## src/canab_regs.vh

```
// Purpose: constants for the transmit abort, buffer select
//          and acceptance control register block
// Assumes: 32-bit APB data, one aligned word per register
// Notes:   registers are 8 bits wide in the low byte
`ifndef CANAB_REGS_VH
`define CANAB_REGS_VH

// register byte offsets
`define CANAB_OFS_TAAK 12'h000
`define CANAB_OFS_TBSEL 12'h004
`define CANAB_OFS_IDAC 12'h008
`define CANAB_OFS_RSVD 12'h00c
`define CANAB_OFS_RXERR 12'h010
`define CANAB_OFS_TFLG 12'h014
`define CANAB_OFS_TARQ 12'h018

// field widths and positions
`define CANAB_NBUF 3
`define CANAB_MODE_W 2
`define CANAB_HIT_W 3
`define CANAB_CNT_W 8
`define CANAB_ACCEPTANCE_MODE_FIELD_LO 4
`define CANAB_ACCEPTANCE_MODE_FIELD_HI 5
`define CANAB_HIT_LO 0
`define CANAB_HIT_HI 2
`define CANAB_BUF_HI 2
`define CANAB_BUF_LO 0
`define CANAB_CNT_HI 7
`define CANAB_CNT_LO 0

// acceptance mode encodings
`define CANAB_AM_TWO32 2'h0
`define CANAB_AM_FOUR16 2'h1
`define CANAB_AM_EIGHT8 2'h2
`define CANAB_AM_CLOSED 2'h3

// hit index masks per mode
`define CANAB_HMASK_TWO 3'h1
`define CANAB_HMASK_FOUR 3'h3
`define CANAB_HMASK_EIGHT 3'h7

// reset values
`define CANAB_RST_TXE 3'h7
`define CANAB_RST_ZERO3 3'h0
`define CANAB_RST_MODE 2'h0
`define CANAB_RST_CNT 8'h00
`define CANAB_RST_DATA 32'h00000000

`endif

```

## src/canab_top.v

```verilog
// Purpose: transmit abort acknowledge, transmit buffer select,
//          acceptance mode and hit, receive error counter view
// Assumes: APB3 slave on SYS_CLK; scheduler, filter engine and
//          mode handshakes on the same clock, no synchronisers
//          TX_STARTED is a level while a buffer is on the bus,
//          TX_SENT_OK and TX_FAILED are one-cycle pulses
//          RX_MATCH and RX_SHIFT are one-cycle pulses
// Notes:   one wait state on every APB access; PREADY and PSLVERR
//          stand for a single cycle, PRDATA holds until the next access
//          register map, byte offsets, fields in bits 7:0:
//            0x00 abort acknowledge flags, read-only
//            0x04 transmit buffer select, lowest set bit wins
//            0x08 acceptance mode in 5:4, filter hit in 2:0
//            0x0c reserved, always reads zero
//            0x10 receive error count copy, read-only
//            0x14 empty flags, write one to schedule a buffer
//            0x18 abort requests, write one while scheduled
//          unmapped offsets answer with PSLVERR and zero data
//          empty flags are not touched by init mode
//          a send and a grant in one cycle: the send wins
//          error count is only trustworthy in sleep or init
//          CLK_EN low freezes every flop, the APB answer too
// Summary of operation
// - abort ack set when abort granted
// - abort ack cleared with empty flag
// - abort ack held reset in init
// - abort ack read-only, writes ignored
// - lowest select bit maps window buffer
// - select read shows lowest set bit
// - window blocked while buffer scheduled
// - no window access without selection
// - select reset in init, written outside
// - mode field picks filter organisation
// - closed filter accepts no message
// - hit field gives matching filter number
// - hit follows foreground buffer shifts
// - mode written in init, hit read-only
// - reserved register reads zero, ignores writes
// - receive error count read-only view
// - empty flag set on send or abort
// - abort granted only before start or failure
`timescale 1ns/1ps
`include "canab_regs.vh"

module canab_top (
   // clock and reset
   input wire SYS_CLK,
   input wire SYS_RST,
   input wire CLK_EN,
   // apb slave
   input wire PSEL,
   input wire PENABLE,
   input wire PWRITE,
   input wire [11:0] PADDR,
   input wire [31:0] PWDATA,
   output reg PREADY,
   output reg [31:0] PRDATA,
   output reg PSLVERR,
   // mode handshakes
   input wire INIT_REQ,
   input wire INIT_ACK,
   input wire SLEEP_REQ,
   input wire SLEEP_ACK,
   // transmit scheduler
   input wire [2:0] TX_STARTED,
   input wire [2:0] TX_SENT_OK,
   input wire [2:0] TX_FAILED,
   output reg [2:0] TX_EMPTY,
   output reg [2:0] TX_ABORT_REQ,
   output reg [2:0] TX_ABORT_ACK,
   output reg [2:0] TX_WIN_SEL,
   output reg TX_WIN_OPEN,
   // receive side
   input wire RX_MATCH,
   input wire [2:0] RX_MATCH_IDX,
   input wire RX_SHIFT,
   input wire [7:0] RX_ERR_CNT,
   output reg RX_ACCEPT,
   output reg [1:0] FILTER_MODE,
   output reg [2:0] FILTER_HIT,
   output reg SLEEP_OR_INIT
);

   // lowest set bit of a buffer mask
   function [2:0] lowest_bit;
      input [2:0] v;
      begin
         if (v[0]) begin
            lowest_bit = 3'h1;
         end else if (v[1]) begin
            lowest_bit = 3'h2;
         end else if (v[2]) begin
            lowest_bit = 3'h4;
         end else begin
            lowest_bit = 3'h0;
         end
      end
   endfunction

   // filter number limited to the filters of a mode
   function [2:0] hit_mask;
      input [1:0] mode;
      input [2:0] idx;
      begin
         case (mode)
            `CANAB_AM_TWO32: begin
               hit_mask = idx & `CANAB_HMASK_TWO;
            end
            `CANAB_AM_FOUR16: begin
               hit_mask = idx & `CANAB_HMASK_FOUR;
            end
            default: begin
               hit_mask = idx & `CANAB_HMASK_EIGHT;
            end
         endcase
      end
   endfunction

   // mode decode
   // mixed handshake states count as neither mode
   wire init_mode;
   wire not_init;
   assign init_mode = INIT_REQ & INIT_ACK;
   assign not_init = ~INIT_REQ & ~INIT_ACK;

   // apb phase decode
   // PREADY high marks the second access cycle
   wire apb_acc;
   wire apb_first;
   wire apb_done;
   wire apb_wr;
   assign apb_acc = PSEL & PENABLE;
   assign apb_first = apb_acc & ~PREADY;
   assign apb_done = apb_acc & PREADY;
   assign apb_wr = apb_done & PWRITE;

   // write strobes per register
   wire wr_tbsel;
   wire wr_idac;
   wire wr_tflg;
   wire wr_tarq;
   assign wr_tbsel = apb_wr & (PADDR == `CANAB_OFS_TBSEL);
   assign wr_idac = apb_wr & (PADDR == `CANAB_OFS_IDAC);
   assign wr_tflg = apb_wr & (PADDR == `CANAB_OFS_TFLG);
   assign wr_tarq = apb_wr & (PADDR == `CANAB_OFS_TARQ);
   // no strobe at all for the
   // acknowledge, reserved and error count offsets

   // state
   reg [2:0] txe_q;
   reg [2:0] arq_q;
   reg [2:0] abort_ack_flag_q;
   reg [2:0] tbsel_q;
   reg [1:0] acceptance_mode_field_q;
   reg [2:0] hit_q;
   reg [2:0] pend_hit_q;
   reg [7:0] rxerr_q;

   // filter closed and sleep decode
   wire closed_mode;
   wire sleep_mode;
   assign closed_mode = (acceptance_mode_field_q == `CANAB_AM_CLOSED);
   assign sleep_mode = SLEEP_REQ & SLEEP_ACK;

   // per-buffer events
   wire [2:0] grant;
   wire [2:0] txe_set;
   wire [2:0] txe_clr;
   wire [2:0] txe_d;
   wire [2:0] arq_d;
   wire [2:0] abort_ack_flag_d;

   // per-buffer flag logic; the hardware event
   // always beats a cpu write in the same cycle
   genvar gi;
   generate
      for (gi = 0; gi < `CANAB_NBUF; gi = gi + 1) begin : g_buf
         // abort only before start or after failure
         assign grant[gi] = arq_q[gi] & ~txe_q[gi] & ~TX_SENT_OK[gi]
                            & (~TX_STARTED[gi] | TX_FAILED[gi]);
         // empty on send or granted abort
         assign txe_set[gi] = ~txe_q[gi] & (TX_SENT_OK[gi] | grant[gi]);
         // cpu writes one to schedule a full buffer
         assign txe_clr[gi] = wr_tflg & PWDATA[gi] & txe_q[gi];
         assign txe_d[gi] = txe_set[gi] ? 1'b1 :
                            (txe_clr[gi] ? 1'b0 : txe_q[gi]);
         // request dropped when the buffer empties
         assign arq_d[gi] = init_mode ? 1'b0 :
                            (txe_set[gi] ? 1'b0 :
                            ((wr_tarq & not_init & PWDATA[gi] & ~txe_q[gi])
                            ? 1'b1 : arq_q[gi]));
         // ack set by a granted abort
         // ack cleared when empty flag clears
         // ack held reset in init mode
         assign abort_ack_flag_d[gi] = init_mode ? 1'b0 :
                              (grant[gi] ? 1'b1 :
                              (txe_clr[gi] ? 1'b0 : abort_ack_flag_q[gi]));
      end
   endgenerate

   // transmit flag registers
   // init clears acks and requests, not empties
   always @(posedge SYS_CLK or posedge SYS_RST) begin
      if (SYS_RST) begin
         txe_q <= `CANAB_RST_TXE;
         arq_q <= `CANAB_RST_ZERO3;
         abort_ack_flag_q <= `CANAB_RST_ZERO3;
      end else if (CLK_EN) begin
         txe_q <= txe_d;
         arq_q <= arq_d;
         abort_ack_flag_q <= abort_ack_flag_d;
      end
   end

   // buffer select register
   always @(posedge SYS_CLK or posedge SYS_RST) begin
      if (SYS_RST) begin
         tbsel_q <= `CANAB_RST_ZERO3;
      end else if (CLK_EN) begin
         // reset in init, written outside it
         if (init_mode) begin
            tbsel_q <= `CANAB_RST_ZERO3;
         end else if (wr_tbsel & not_init) begin
            tbsel_q <= PWDATA[`CANAB_BUF_HI:`CANAB_BUF_LO];
         end
      end
   end

   // acceptance control and hit tracking
   always @(posedge SYS_CLK or posedge SYS_RST) begin
      if (SYS_RST) begin
         acceptance_mode_field_q <= `CANAB_RST_MODE;
         hit_q <= `CANAB_RST_ZERO3;
         pend_hit_q <= `CANAB_RST_ZERO3;
      end else if (CLK_EN) begin
         if (wr_idac & init_mode) begin
            acceptance_mode_field_q <= PWDATA[`CANAB_ACCEPTANCE_MODE_FIELD_HI:`CANAB_ACCEPTANCE_MODE_FIELD_LO];
         end
         // filter number of the accepted frame
         if (RX_MATCH & ~closed_mode) begin
            pend_hit_q <= hit_mask(acceptance_mode_field_q, RX_MATCH_IDX);
         end
         if (RX_SHIFT & ~closed_mode) begin
            hit_q <= pend_hit_q;
         end
      end
   end

   // receive error counter copy
   always @(posedge SYS_CLK or posedge SYS_RST) begin
      if (SYS_RST) begin
         rxerr_q <= `CANAB_RST_CNT;
      end else if (CLK_EN) begin
         rxerr_q <= RX_ERR_CNT;
      end
   end

   // read mux and address map
   // unmapped offsets raise PSLVERR
   reg [31:0] rd_val;
   reg mapped;
   always @* begin
      rd_val = `CANAB_RST_DATA;
      mapped = 1'b1;
      case (PADDR)
         `CANAB_OFS_TAAK: begin
            rd_val[`CANAB_BUF_HI:`CANAB_BUF_LO] = abort_ack_flag_q;
         end
         `CANAB_OFS_TBSEL: begin
            rd_val[`CANAB_BUF_HI:`CANAB_BUF_LO] = lowest_bit(tbsel_q);
         end
         `CANAB_OFS_IDAC: begin
            rd_val[`CANAB_ACCEPTANCE_MODE_FIELD_HI:`CANAB_ACCEPTANCE_MODE_FIELD_LO] = acceptance_mode_field_q;
            rd_val[`CANAB_HIT_HI:`CANAB_HIT_LO] = hit_q;
         end
         `CANAB_OFS_RSVD: begin
            rd_val = `CANAB_RST_DATA;
         end
         `CANAB_OFS_RXERR: begin
            rd_val[`CANAB_CNT_HI:`CANAB_CNT_LO] = rxerr_q;
         end
         `CANAB_OFS_TFLG: begin
            rd_val[`CANAB_BUF_HI:`CANAB_BUF_LO] = txe_q;
         end
         `CANAB_OFS_TARQ: begin
            rd_val[`CANAB_BUF_HI:`CANAB_BUF_LO] = arq_q;
         end
         default: begin
            mapped = 1'b0;
         end
      endcase
   end

   // apb answer, one wait state
   always @(posedge SYS_CLK or posedge SYS_RST) begin
      if (SYS_RST) begin
         PREADY <= 1'b0;
         PRDATA <= `CANAB_RST_DATA;
         PSLVERR <= 1'b0;
      end else if (CLK_EN) begin
         PREADY <= apb_first;
         if (apb_first) begin
            // reads take the mux, writes answer zero
            PRDATA <= PWRITE ? `CANAB_RST_DATA : rd_val;
            PSLVERR <= ~mapped;
         end else begin
            PSLVERR <= 1'b0;
         end
      end
   end

   // window selection and access gate
   wire [2:0] sel_now;
   wire sel_busy;
   assign sel_now = lowest_bit(tbsel_q);
   // a scheduled selected buffer keeps the window shut
   assign sel_busy = |(sel_now & ~txe_q);

   // transmit outputs
   always @(posedge SYS_CLK or posedge SYS_RST) begin
      if (SYS_RST) begin
         TX_EMPTY <= `CANAB_RST_TXE;
         TX_ABORT_REQ <= `CANAB_RST_ZERO3;
         TX_ABORT_ACK <= `CANAB_RST_ZERO3;
         TX_WIN_SEL <= `CANAB_RST_ZERO3;
         TX_WIN_OPEN <= 1'b0;
      end else if (CLK_EN) begin
         TX_EMPTY <= txe_d;
         TX_ABORT_REQ <= arq_d;
         TX_ABORT_ACK <= abort_ack_flag_d;
         TX_WIN_SEL <= sel_now;
         TX_WIN_OPEN <= (|sel_now) & ~sel_busy;
      end
   end

   // receive outputs
   always @(posedge SYS_CLK or posedge SYS_RST) begin
      if (SYS_RST) begin
         RX_ACCEPT <= 1'b0;
         FILTER_MODE <= `CANAB_RST_MODE;
         FILTER_HIT <= `CANAB_RST_ZERO3;
         SLEEP_OR_INIT <= 1'b0;
      end else if (CLK_EN) begin
         FILTER_MODE <= acceptance_mode_field_q;
         RX_ACCEPT <= RX_MATCH & ~closed_mode;
         FILTER_HIT <= hit_q;
         // marks when counter reads are valid
         SLEEP_OR_INIT <= init_mode | sleep_mode;
      end
   end

endmodule

```

## config.mk

```make
export PLATFORM = sky130hd
export DESIGN_NAME = canab_top
export DESIGN_NICKNAME = d
export VERILOG_FILES = /design/src/canab_top.v
export VERILOG_INCLUDE_DIRS = /design/src
export SDC_FILE = /design/constraint.sdc
export NUM_CORES = 1
export LEC_CHECK = 0
export BUFFER_PORTS_ARGS = -buffer_cell sky130_fd_sc_hd__buf_4
export CELL_PAD_IN_SITES_DETAIL_PLACEMENT = 1
export CELL_PAD_IN_SITES_GLOBAL_PLACEMENT = 1
export CORE_MARGIN = 3
export CORE_UTILIZATION = 25
export DETAILED_ROUTE_END_ITERATION = 6
export PLACE_DENSITY = 0.61
export SLEW_MARGIN = 10
export SYNTH_ARGS = -nofsm -noshare
export SYNTH_HDL_FRONTEND = slang
export SYNTH_SLANG_ARGS = --single-unit
```

## constraint.sdc

```tcl
create_clock -name SYS_CLK -period 2.6 [get_ports SYS_CLK]
set_input_delay 0.13 -clock SYS_CLK [delete_from_list [all_inputs] [get_ports SYS_CLK]]
set_output_delay 0.13 -clock SYS_CLK [all_outputs]
set_load 0.05 [all_outputs]
```

==> metrics.md <==
| Metric | Value |
|---|---|
| Most numerous cell in the Yosys netlist | dfrtp_1 |
| Post-DP HPWL | 5629 um |
| Routability cong. | 0.8546 |
| Antenna diodes | 0 |
| Critical R2R Launch | PREADY |
| Failing checks | negative hold slack |
| Sequential share of the synthesized area | 47.42% |
| Hold-fix buffers at CTS | 0 |
| Starting Density | 26.17% |
| Leak | 1.571 nW |
| Drt initial violations | 40 |
| Clock Latency Late Sink | 0.30 ns |
| CP Launch Type | flop |
| First-pass detailed-route iteration total | 4 |
| Beginning of the critical path | PREADY |
| CORE AREA | 9910 um^2 |
| Final core utilization | 34.00% |
| Slew Limit Headroom | 57.34% |
| Post-synth cell types | 52 |
| Synth area leaders | dfrtp_1, mux2_2, buf_4, dfstp_2, mux2i_1 |
| Finish-stage setup viols | 0 |
| Clock buffer depth | 2 |
| Final WL | 7178 um |
| Area added between synthesis and finish | 29.91% |
| Port bufs | 78 |
| Fill count | 1147 |
| Grt ovf | 0 |
| Number of global-route vias before repair | 2141 |
| Critical path cell sequence | nand4b_1 -> buf_4 -> or2_2 -> nor4_2 -> a221o_1 |
| Final Cycle Share | 72.71% |
| PD cells | 525.3 nW/um^2 |
| Metal3 WL | 363 um |
| Hold Path Class | primary input to asynchronous set/reset pin |
| Clock-pin slew on the worst setup and hold paths | 0.09 ns |
| #FFs+latches synth | 49 |
| TritonCTS clock tree | done |
| Gate Count Post-Synth | 240 |
| Layout cells sized above 1 | 39.13% |
| Clk root buf | clkbuf_8 |
| Final min period | 1.891 ns |
| Status | finished, violations left |
| Clock sink total | 49 |
| Ports | 130 |
| Avg WL per Cell | 15.78 um |
| CTS resizes | 0 |
| DRC Markers | 0 |
| Met2 wire len | 3524 um |
| Peak VDD IR | 0.0002993 V |
| Slowest-stage cell, CP | nor4_2 |
| Main synth FF type | dfrtp_1 |
| Mapped Area | 2594 um^2 |
| Setup TNS | 0 ns |
| Initial antenna violation count | 0 |
| Unrepaired setup endpoints after global routing | false |
| Die width | 107.9 um |
| Die area | 11630 um^2 |
| Via count | 2043 |
| Worst Skew | 0.005858 ns |
| Num rows | 36 |
| Final Slew Violations | 0 |
| Number of max-cap violations | 0 |
| CTS buffer count | 5 |
| Most area-hungry cell type in the Yosys netlist | dfrtp_1 |
| CP endpoint | PRDATA[5] |
| Total Routing Usage GR | 12.38% |
| DR top layer | met4 |
| Slew @ Worst Pin | 0.6398 ns |
| Post-synth top cells | dfrtp_1, buf_4, mux2_2 |
| Worst endpoint required time | 2.84 ns |
| Async SR Flop Fraction | 100.0% |
| H-tree levels | 2 |
| WL met1 | 3220 um |
| Synth warnings | 0 |
| Max stage delay on crit path | 0.49 ns |
| Largest net degree at the start of global routing | 50 |
| Final hold vios | 2 |
| # Post-CTS Setup Buffers | 0 |
| Worst-case reg-to-reg path depth | 5 |
| Worst setup path category | flop to flop |
| CP max FO | 11 |
| Critical path capture point type | flop |
| Layout net count | 397 |
| Crit path DAT | 2.14 ns |
| Via density | 4.490 |
| R2r endpoint | PRDATA[5] |
| Hold WS | -0.006090 ns |
| Post-route ant nets | 0 |
| Die height | 107.9 um |
| Mean post-synth cell area | 10.81 um^2 |
| Share of the synthesized area in the top cell type | 44.38% |
| Reg2reg setup slack | 0.71 ns |
| Global-route wire length before repair | 11310 um |
| Max Fclk | 528.9 MHz |
| EDFF count, synth | 0 |
## cell usage in the layout (no fill, tap or decap), types with 4 or more instances in the layout
cell,n
dfrtp_1,46
clkbuf_8,6
conb_1,24
a22o_1,5
nand2b_1,6
nor2b_1,4
nand4_1,5
a21oi_1,7
nand2_1,17
mux2i_1,7
o21ai_0,12
nor2_1,8
inv_1,9
mux2_2,22
buf_4,83
nand3_1,6
## worst min-delay path by stage
stage | slack [ns] | depth (start not counted) | startpoint | to
CTS | 0.03 | 3 | SYS_RST | FILTER_HIT[0]
finish | -0.006 | 3 | SYS_RST | TX_WIN_SEL[1]
global route | 0.04 | 3 | SYS_RST | TX_WIN_SEL[2]
detailed placement | 0.36 | 3 | SYS_RST | TX_WIN_SEL[1]
floorplan | 0.26 | 2 | PWDATA[2] | tbsel_q[2]
global placement | 0.35 | 3 | SYS_RST | TX_WIN_SEL[1]
## worst max-delay path: cells and delay by family (launching register included)
family	cells	cell delay, ns
and+or+nand+nor	3	0.98
AOI/OAI and AO/OA	1	0.24
buffers and inverters	1	0.18
DFF	1	0.43
## layout make-up
class	instances	area (um^2)	area share, %
clock inverters	2	37.54	1.114
flip-flops and latches	49	1230	36.50
clock buffers	6	82.58	2.451
repair buffers	83	623.1	18.49
multi-input cells	172	1192	35.39
well taps	133	166.4	4.939
inverters	10	37.54	1.114
## registers in the layout, summed over array words and instances (netlist names)
register,cells
pend_hit_q,3
PSLVERR,1
acceptance_mode_field_q,2
tbsel_q,3
PRDATA,8
FILTER_HIT,3
hit_q,3
TX_WIN_SEL,3
TX_ABORT_REQ,3
PREADY,1
rxerr_q,8
TX_ABORT_ACK,3
RX_ACCEPT,1
FILTER_MODE,2
TX_EMPTY,3
TX_WIN_OPEN,1
SLEEP_OR_INIT,1
## where the power goes
group / total [W] / leakage [nW] / switching (W) / internal, W
Sequential: 0.000838 / 0.644 / 0.0000340 / 0.000804
Clock: 0.000572 / 0.0574 / 0.000259 / 0.000313
Combinational: 0.000360 / 0.869 / 0.000236 / 0.000125
## metal layers
| layer | up-vias | GRT usage, % |
|---|---|---|
| met5 | - | 0 |
| met4 | 0 | 2.705 |
| met3 | 9 | 2.759 |
| met2 | 61 | 20.69 |
| met1 | 998 | 16.35 |
| li1 | 975 | - |
## cell families (layout without fill, tap and decap cells)
kind of cell | Yosys count | count (layout) | share of synthesized area [%]
XOR/XNOR | 1 | 1 | 0.3377
buffers and inverters | 42 | 101 | 9.937
flip-flops | 49 | 49 | 47.42
AO/OA/AOI/OAI | 43 | 43 | 11.77
multiplexers | 30 | 30 | 13.12
other | 1 | 24 | 0.1446
AND/OR/NAND/NOR | 74 | 74 | 17.27
## metrics by stage
stage	cells	total power, W	setup slack [ns]	instance area (um^2)	hold WS (ns)
finish	455	0.001770	0.7094	3369	-0.006090
global route	455	0.001853	0.5964	3369	0.03781
CTS	455	0.001797	0.7010	3369	0.02527
floorplan	263	0.001108	0.8228	2680	0.2606
detailed placement	447	0.001217	0.7273	3249	0.3628
global placement	447	0.001212	0.7212	3249	0.3526
No activity file was read; power rests on OpenSTA's default activity.
